--- src/verilog/dpm_params.svh ---
// Functional notes
// - fourteen digital pins, each a dedicated function or general-purpose io
// - pin 0 picks tx driver enable, tx activity led or general_io_a
// - pins 1,2,9,10,13 default to their general-purpose functions, pin 11 too unless it is the ring input
// - with uart interface off, pins 3 and 4 default to general-purpose io
// - pins 5 and 6 go general-purpose only without i2c and eeprom
// - pin 7 picks suspend low, suspend high, power enable low or general_io_2
// - pin 8 picks remote wake input or general_io_3
// - pin 12 picks charger detect, rx_activity_led, power enable low or general_io_g
// - charger detect output is high when a dedicated charger is found
// - pin 0, 7 and 12 choices come from fuses, loaded before pins drive
// - host requests set general-purpose pin functions and the pins follow
// - drive strength has four levels taken from the configuration parameters
// - tx driver enable is active while the uart transmits
// - power-up reset or low external reset pin resets the logic
// - with uart interface on, pin 3 is receive data and pin 4 transmit
// - pins 5 and 6 default to scl and sda, open drain
// - pin 11 as ring input wakes the host when its wake parameter is set
`ifndef DPM_PARAMS_SVH
`define DPM_PARAMS_SVH

// ----------------------------------------------------------------------------
// pin map and selection codes
// ----------------------------------------------------------------------------
`define DPM_PIN_COUNT     14
`define DPM_SEL_W         2
`define DPM_SEL_FN0       2'h0
`define DPM_SEL_FN1       2'h1
`define DPM_SEL_FN2       2'h2
`define DPM_SEL_GPIO      2'h3
`define DPM_PIN8_WAKE     1'h0

// ----------------------------------------------------------------------------
// reset values and load defaults
// ----------------------------------------------------------------------------
`define DPM_SYNC_IDLE     3'h7
`define DPM_GP_RESET      14'h0000
`define DPM_ALWAYS_GP     14'h2606

`endif

--- src/verilog/dpm_pkg.sv ---
`include "dpm_params.svh"
`default_nettype none

package dpm_pkg;

  typedef enum logic [1:0] {
    DPM_DRV_4MA,
    DPM_DRV_8MA,
    DPM_DRV_12MA,
    DPM_DRV_16MA
  } dpm_drive_e;

  // configuration parameters loaded at power-up
  typedef struct packed {
    logic [1:0] pin0_sel;
    logic [1:0] pin7_sel;
    logic [1:0] pin12_sel;
    logic       pin8_sel;
    dpm_drive_e drive;
    logic       ri_on_pin11;
    logic       ri_wake_en;
    logic       eeprom_present;
  } dpm_fuse_s;

  // levels offered by the neighbouring function blocks
  typedef struct packed {
    logic tx_active;
    logic tx_activity_led;
    logic rx_activity_led;
    logic txd;
    logic suspended;
    logic power_en;
    logic charger_dedicated;
    logic scl_low;
    logic sda_low;
  } dpm_func_s;

  // one pad cell
  typedef struct packed {
    logic [2:0] sync;
    logic       level;
    logic       out;
    logic       oe;
  } dpm_cell_s;

  // pin mux control state
  typedef struct packed {
    logic        loaded;
    dpm_fuse_s   fuse;
    logic        uart_en;
    logic [13:0] gp_mode;
    logic [13:0] gp_dir;
    logic [13:0] gp_val;
    logic [2:0]  rst_sync;
    logic        rst_low;
    logic        wake;
  } dpm_state_s;

endpackage

`default_nettype wire
--- src/verilog/dpm_mux.sv ---
`timescale 1ns/1ps
`default_nettype none
`include "dpm_params.svh"

module dpm_mux (
  input  wire logic               core_clk,
  input  wire logic               srst,
  input  wire logic               ext_reset_low,
  input  wire logic               cfg_valid,
  input  wire dpm_pkg::dpm_fuse_s cfg,
  input  wire logic               uart_if_en,
  input  wire logic               i2c_if_en,
  input  wire dpm_pkg::dpm_func_s func,
  input  wire logic               host_fn_wr,
  input  wire logic [13:0]        host_fn_mask,
  input  wire logic [13:0]        host_fn_gp,
  input  wire logic               host_io_wr,
  input  wire logic [13:0]        host_io_mask,
  input  wire logic [13:0]        host_io_dir,
  input  wire logic [13:0]        host_io_val,
  input  wire logic [13:0]        pin_in,
  output logic [13:0]             pin_out,
  output logic [13:0]             pin_oe,
  output logic [13:0]             host_io_level,
  output logic [13:0]             gp_mode,
  output logic                    cfg_loaded,
  output logic [1:0]              drive_strength,
  output logic                    uart_rxd,
  output logic                    scl_in,
  output logic                    sda_in,
  output logic                    remote_wake,
  output logic                    int_reset
);
  import dpm_pkg::*;

  localparam int NPIN = `DPM_PIN_COUNT;

  dpm_state_s  st;
  dpm_state_s  next_st;
  logic [13:0] fn_out;
  logic [13:0] fn_oe;
  logic [13:0] level;

  // ----------------------------------------------------------------------------
  // helpers
  // ----------------------------------------------------------------------------
  // pins that start in general-purpose mode after the parameters load
  function automatic logic [13:0] default_gp(input dpm_fuse_s f, input logic uart);
    logic [13:0] m;
    m     = `DPM_ALWAYS_GP;
    m[11] = ~f.ri_on_pin11;
    m[3]  = ~uart;
    m[4]  = ~uart;
    m[0]  = (f.pin0_sel == `DPM_SEL_FN2) || (f.pin0_sel == `DPM_SEL_GPIO);
    m[7]  = (f.pin7_sel == `DPM_SEL_GPIO);
    m[8]  = (f.pin8_sel != `DPM_PIN8_WAKE);
    m[12] = (f.pin12_sel == `DPM_SEL_GPIO);
    return m;                                                 // pins 5,6 stay i2c
  endfunction

  // pins that a host request may move into general-purpose mode
  function automatic logic [13:0] gp_allowed(input logic i2c, input logic eeprom);
    logic [13:0] m;
    m    = 14'h3FFF;
    m[5] = ~i2c & ~eeprom;
    m[6] = ~i2c & ~eeprom;
    return m;
  endfunction

  // ----------------------------------------------------------------------------
  // control state update
  // ----------------------------------------------------------------------------
  always_comb begin
    logic [13:0] allow;
    logic [13:0] upd;
    next_st          = st;
    upd              = '0;
    allow            = gp_allowed(i2c_if_en, st.fuse.eeprom_present);
    next_st.rst_sync = {st.rst_sync[1:0], ext_reset_low};
    if (st.rst_sync[1] == st.rst_sync[2]) begin
      next_st.rst_low = ~st.rst_sync[2];
    end
    if (st.rst_low) begin
      // external reset clears all but the reset pin sampler
      next_st.loaded  = 1'b0;
      next_st.fuse    = '0;
      next_st.uart_en = 1'b0;
      next_st.gp_mode = `DPM_GP_RESET;
      next_st.gp_dir  = '0;
      next_st.gp_val  = '0;
      next_st.wake    = 1'b0;
    end else if (!st.loaded) begin
      if (cfg_valid) begin
        next_st.loaded  = 1'b1;
        next_st.fuse    = cfg;
        next_st.uart_en = uart_if_en;
        next_st.gp_mode = default_gp(cfg, uart_if_en);
      end
    end else begin
      if (host_fn_wr) begin
        upd             = host_fn_mask & (~host_fn_gp | allow);
        next_st.gp_mode = (st.gp_mode & ~upd) | (host_fn_gp & upd);
      end
      if (host_io_wr) begin
        upd            = host_io_mask & st.gp_mode;
        next_st.gp_dir = (st.gp_dir & ~upd) | (host_io_dir & upd);
        next_st.gp_val = (st.gp_val & ~upd) | (host_io_val & upd);
      end
      // wake sources are active low inputs
      next_st.wake = (~st.gp_mode[8] & ~level[8]) |
                     (~st.gp_mode[11] & st.fuse.ri_on_pin11 &
                      st.fuse.ri_wake_en & ~level[11]);
    end
  end

  // ----------------------------------------------------------------------------
  // state register
  // ----------------------------------------------------------------------------
  always_ff @(posedge core_clk) begin
    if (srst) begin
      st          <= '0;
      st.rst_sync <= `DPM_SYNC_IDLE;
    end else begin
      st <= next_st;
    end
  end

  // ----------------------------------------------------------------------------
  // per-pin function selection
  // ----------------------------------------------------------------------------
  always_comb begin
    fn_out = '0;
    fn_oe  = '0;
    for (int i = 0; i < NPIN; i++) begin
      if (!st.loaded) begin
        fn_oe[i] = 1'b0;  // pins float until parameters apply
      end else if (st.gp_mode[i]) begin
        fn_out[i] = st.gp_val[i];
        fn_oe[i]  = st.gp_dir[i];
      end else begin
        case (i)
          0: begin
            fn_oe[i]  = 1'b1;
            fn_out[i] = (st.fuse.pin0_sel == `DPM_SEL_FN0) ? func.tx_active
                                                            : func.tx_activity_led;
          end
          4: begin
            fn_oe[i]  = 1'b1;
            fn_out[i] = func.txd;
          end
          5: begin
            fn_oe[i] = func.scl_low;  // open drain, drives low only
          end
          6: begin
            fn_oe[i] = func.sda_low;
          end
          7: begin
            fn_oe[i] = 1'b1;
            case (st.fuse.pin7_sel)
              `DPM_SEL_FN0: fn_out[i] = ~func.suspended;
              `DPM_SEL_FN1: fn_out[i] = func.suspended;
              default:      fn_out[i] = ~func.power_en;
            endcase
          end
          12: begin
            fn_oe[i] = 1'b1;
            case (st.fuse.pin12_sel)
              `DPM_SEL_FN0: fn_out[i] = func.charger_dedicated;
              `DPM_SEL_FN1: fn_out[i] = func.rx_activity_led;
              default:      fn_out[i] = ~func.power_en;
            endcase
          end
          default: begin
            fn_oe[i] = 1'b0;  // inputs: rxd, wake, ring
          end
        endcase
      end
    end
  end

  // ----------------------------------------------------------------------------
  // pad cells
  // ----------------------------------------------------------------------------
  for (genvar g = 0; g < NPIN; g++) begin : g_pin
    dpm_pin_cell u_cell (
      .core_clk (core_clk),
      .srst     (srst),
      .pad_in   (pin_in[g]),
      .fn_out   (fn_out[g]),
      .fn_oe    (fn_oe[g]),
      .pad_out  (pin_out[g]),
      .pad_oe   (pin_oe[g]),
      .level    (level[g])
    );
  end

  // ----------------------------------------------------------------------------
  // outputs
  // ----------------------------------------------------------------------------
  assign host_io_level  = level;
  assign gp_mode        = st.gp_mode;
  assign cfg_loaded     = st.loaded;
  assign drive_strength = st.fuse.drive;
  assign uart_rxd       = level[3];
  assign scl_in         = level[5];
  assign sda_in         = level[6];
  assign remote_wake    = st.wake;
  assign int_reset      = st.rst_low;

endmodule

`default_nettype wire

--- src/verilog/dpm_pin_cell.sv ---
`timescale 1ns/1ps
`default_nettype none

module dpm_pin_cell (
  input  wire logic core_clk,
  input  wire logic srst,
  input  wire logic pad_in,
  input  wire logic fn_out,
  input  wire logic fn_oe,
  output logic      pad_out,
  output logic      pad_oe,
  output logic      level
);
  import dpm_pkg::*;

  dpm_cell_s st;
  dpm_cell_s next_st;

  // ----------------------------------------------------------------------------
  // input sampling and registered drive
  // ----------------------------------------------------------------------------
  always_comb begin
    next_st      = st;
    next_st.sync = {st.sync[1:0], pad_in};
    if (st.sync[1] == st.sync[2]) begin  // change counts once stages agree
      next_st.level = st.sync[2];
    end
    next_st.out = fn_out;
    next_st.oe  = fn_oe;
  end

  always_ff @(posedge core_clk) begin
    if (srst) begin
      st <= '0;
    end else begin
      st <= next_st;
    end
  end

  assign pad_out = st.out;
  assign pad_oe  = st.oe;
  assign level   = st.level;

endmodule

`default_nettype wire

--- config.mk ---
export PLATFORM = sky130hd
export DESIGN_NAME = dpm_mux
export DESIGN_NICKNAME = d
export VERILOG_FILES = /design/src/verilog/dpm_pkg.sv /design/src/verilog/dpm_mux.sv /design/src/verilog/dpm_pin_cell.sv
export VERILOG_INCLUDE_DIRS = /design/src /design/src/verilog
export SDC_FILE = /design/constraint.sdc
export NUM_CORES = 1
export LEC_CHECK = 0
export BUFFER_PORTS_ARGS = -buffer_cell sky130_fd_sc_hd__buf_2
export CORE_MARGIN = 2
export CORE_UTILIZATION = 40
export DETAILED_ROUTE_END_ITERATION = 10
export PLACE_DENSITY = 0.71
export SLEW_MARGIN = 20
export SYNTH_ARGS = -nofsm -noshare
export SYNTH_HDL_FRONTEND = slang
export SYNTH_SLANG_ARGS = --single-unit
--- constraint.sdc ---
create_clock -name core_clk -period 1.9 [get_ports core_clk]
set_clock_uncertainty 0.15 [all_clocks]
set_input_delay 0.095 -clock core_clk [delete_from_list [all_inputs] [get_ports core_clk]]
set_output_delay 0.095 -clock core_clk [all_outputs]
set_load 0.02 [all_outputs]
==> impl_summary.txt <==
----------------------------------------------------
[Run status]
  Status ... complete, no violations

[Clock network]
  Root buffer cell ... sky130_fd_sc_hd__clkbuf_16
  # H-tree levels ... 4
  CTS tree ... done
  Max clock buf depth ... 2
  Clock sink total ... 143
  Clock transition at the register clock pins on the worst setup and hold paths after CTS ... 0.06 ns
  Post-CTS Repair Setup Buffers ... 0
  Number of clock buffers inserted by TritonCTS ... 17
  Clock insertion delay at the later pin of the skew report ... 0.41 ns

[Floorplanning]
  Initial Utilization ... 41.4%
  Die Outline Area ... 14,100 sq um
  Top-level I/O count ... 177
  Total core area ... 12,700 sq um
  Number of cell rows ... 41
  Die Wd ... 119 microns
  Die outline height ... 119 microns

[Timing]
  Setup tns final ... 0 ns
  Worst hold margin ... 0.00496 ns
  Number of setup violations in the final report ... 0
  Actual transition at the worst max-transition pin ... 0.937 ns
  Setup repair after global routing missed its margin ... false
  Min Clock Period, post-route ... 1.79 ns
  Minimum setup slack in the final design ... 0.109 ns
  Worst rel slew slack ... 37.5%
  Fmax ... 558 MHz
  Number of pins with negative max-slew slack in the final report ... 0
  Hold Vio Cnt, Final ... 0
  Period Utilization, post-route ... 94.3%

[Synthesis]
  Post-synth EDFFs ... 0
  Fraction of post-synthesis cell area in the top cell type by area ... 54.3%
  Register bit total from synthesis ... 143
  Commonest cells in the netlist ... sky130_fd_sc_hd__dfxtp_1, sky130_fd_sc_hd__buf_4, sky130_fd_sc_hd__nor2b_1
  Post-Syn Nets ... 654
  Dominant synthesized flop cell ... sky130_fd_sc_hd__dfxtp_1
  Dominant cell type by area after synthesis ... sky130_fd_sc_hd__dfxtp_1
  Syn Area/Cell ... 9.74 sq um
  Dominant cells by area after synthesis ... sky130_fd_sc_hd__dfxtp_1, sky130_fd_sc_hd__buf_4, sky130_fd_sc_hd__mux2i_1
  Share of async-settable or async-resettable flops after synthesis ... 0%
  Post-synth cell types ... 31
  Post-synthesis instance area ... 5270 sq um
  Yosys synthesis warning count ... 0
  Gate Count Post-Synth ... 541
  Proportion of synthesized chip area in sequential cells ... 54.3%
  Dominant cell by count in the synthesized netlist ... sky130_fd_sc_hd__dfxtp_1

[Pwr]
  Share of total power in the clock network ... 47.7%
  Sequential fraction of design power ... 42.7%
  Ratio of total power to cell area ... 967 nW/um^2
  Net Switching ... 0.00159 W
  Int Power ... 0.00583 W
  Max IR drop VDD ... 0.818 mV
  Leakage ... 3.62 nW
  Portion of total power attributed to combinational logic ... 9.5%
  Switching share of total power ... 21.4%

[Drt]
  Vias/cell ... 4.80
  Iteration count of the initial detailed-routing pass ... 5
  Total length of routed wires ... 14.7 mm
  Post-route antenna net violation count ... 0
  Iteration-0 DRC count of the detailed router ... 200
  Per-cell routed wire length ... 15.3 microns
  Drt drc ... 0
  Vias post-DR ... 4,604

[Global routing]
  Vias in the first global route ... 4,833
  Total routing resource utilization after global routing ... 20.8%
  Antenna violations before repair ... 0
  Overflow left after global routing ... 0
  Pin count of the biggest net entering global routing ... 63
  Wire length of the first global-routing pass ... 23.0 mm

[Worst setup path]
  Endpoint class of the critical path ... flop
  WP data arrival ... 1.96 ns
  Critical path class ... input pin to flop
  Required arrival time at the worst endpoint ... 2.07 ns
  CP max FO ... 16
  Crit start category ... input pin

[Place]
  Pre-CTS worst setup slack ... 0.276 ns
  Count of buffers inserted at the top-level ports ... 176
  HPWL reported at the end of detailed placement ... 9.01 mm
  Weighted congestion reported at the end of routability-driven placement ... 0.816

[Layout]
  P&R area growth vs syn ... 45.7%
  Ratio of cells with drive above 1 in the final layout ... 28.3%
  Net count reported at finish ... 889
  Ant. Diodes ... 0

[Run]
  Number of violations of the max-capacitance limit ... 0

[Min path]
  Hold/Removal Path Class ... input pin to flop

----------------------------------------------------
==> through the flow <==
stage                     cell area [sq um]  power (W)  std cells  utilization, %
after floorplan                        5270    0.00353        541               -
after global placement                 5900    0.00371        816            46.3
after detailed placement               5900    0.00373        816            46.3
after CTS                              7670    0.00747        961            60.3
after global routing                   7670    0.00770        960            60.3
final                                  7670    0.00742        960            60.3
==> cells by family after synthesis <==
| logic type | after synthesis | synth area share (%) |
|---|---|---|
| XOR/XNOR | 1 | 0.166 |
| multiplexers | 42 | 8.00 |
| AO/OA/AOI/OAI | 77 | 8.19 |
| flip-flops | 143 | 54.3 |
| buffers and inverters | 90 | 11.1 |
| AND/OR/NAND/NOR | 188 | 18.2 |
==> power by group through the flow <==
stage          Sequential (W)  Combinational [W]  Clock, W
2_1_floorplan         0.00321           0.000318         0
3_3_place_gp          0.00323           0.000485         0
3_5_place_dp          0.00323           0.000494         0
4_1_cts               0.00317           0.000686   0.00362
5_1_grt               0.00318           0.000756   0.00376
6_report              0.00317           0.000706   0.00354
==> worst max-delay path, stage by stage <==
cell and delay, ns:
sky130_fd_sc_hd__dlygate4sd3_1 0.54, sky130_fd_sc_hd__clkbuf_4 0.27, sky130_fd_sc_hd__nand2_1 0.12, sky130_fd_sc_hd__mux2i_1 0.13
sky130_fd_sc_hd__dlygate4sd3_1 0.56, sky130_fd_sc_hd__a211oi_1 0.24
==> layout make-up <==
cell class | instances | area, sq um
Clock buffer | 20 | 447
Clock inverter | 11 | 189
Fill cell | 1044 | 5050
Inverter | 6 | 22.5
Multi-Input combinational cell | 308 | 1820
Sequential cell | 143 | 2860
Tap cell | 172 | 215
Timing Repair Buffer | 300 | 2110
==> layer usage <==
metal,vias to the layer above,part of all wire [%],global-route usage [%]
li1,2234,-,-
met1,2111,39,21.5
met2,219,50,36.9
met3,40,7.5,7.14
met4,0,3.5,11.3
met5,-,0,0
==> repair_timing <==
action,in CTS,in global routing
hold buffers,114,0
resized for setup,0,3
endpoints found under the hold margin,75,0
endpoints found under the setup margin,0,3
==> path summary, 6_finish.rpt <==
check	from	end	slack [ns]	cells past startpoint
worst max-delay path	host_fn_wr	flop	0.11	6
worst min-delay path	host_fn_mask[2]	flop	0.005	4
worst max register to register	st[54]	g_pin[12].u_cell.pad_out	0.13	4
worst min register to register	next_st[3]	next_st[4]	0.27	1
==> cells in the final DEF, fill, tap and decap left out, types with 3 or more instances in the layout <==
cell type / netlist / routed
sky130_fd_sc_hd__o21ai_0: 19 / 19
sky130_fd_sc_hd__dfxtp_1: 143 / 142
sky130_fd_sc_hd__or2_2: 4 / 4
sky130_fd_sc_hd__nand3_1: 8 / 8
sky130_fd_sc_hd__nand2_1: 44 / 44
sky130_fd_sc_hd__a211o_1: 3 / 3
sky130_fd_sc_hd__dlygate4sd3_1: 0 / 114
sky130_fd_sc_hd__nor2_1: 41 / 41
sky130_fd_sc_hd__a21oi_1: 41 / 41
sky130_fd_sc_hd__a211oi_1: 4 / 3
sky130_fd_sc_hd__inv_1: 6 / 6
sky130_fd_sc_hd__and3_1: 18 / 18
sky130_fd_sc_hd__a31oi_1: 4 / 4
sky130_fd_sc_hd__bufinv_16: 0 / 5
sky130_fd_sc_hd__nor2b_1: 46 / 46
sky130_fd_sc_hd__buf_2: 12 / 175
sky130_fd_sc_hd__nand4_1: 17 / 17
sky130_fd_sc_hd__buf_4: 60 / 9
sky130_fd_sc_hd__clkinv_2: 0 / 3
sky130_fd_sc_hd__mux2i_1: 41 / 41
sky130_fd_sc_hd__clkbuf_16: 0 / 17
Note: power is estimated with default switching activity, not from simulation.
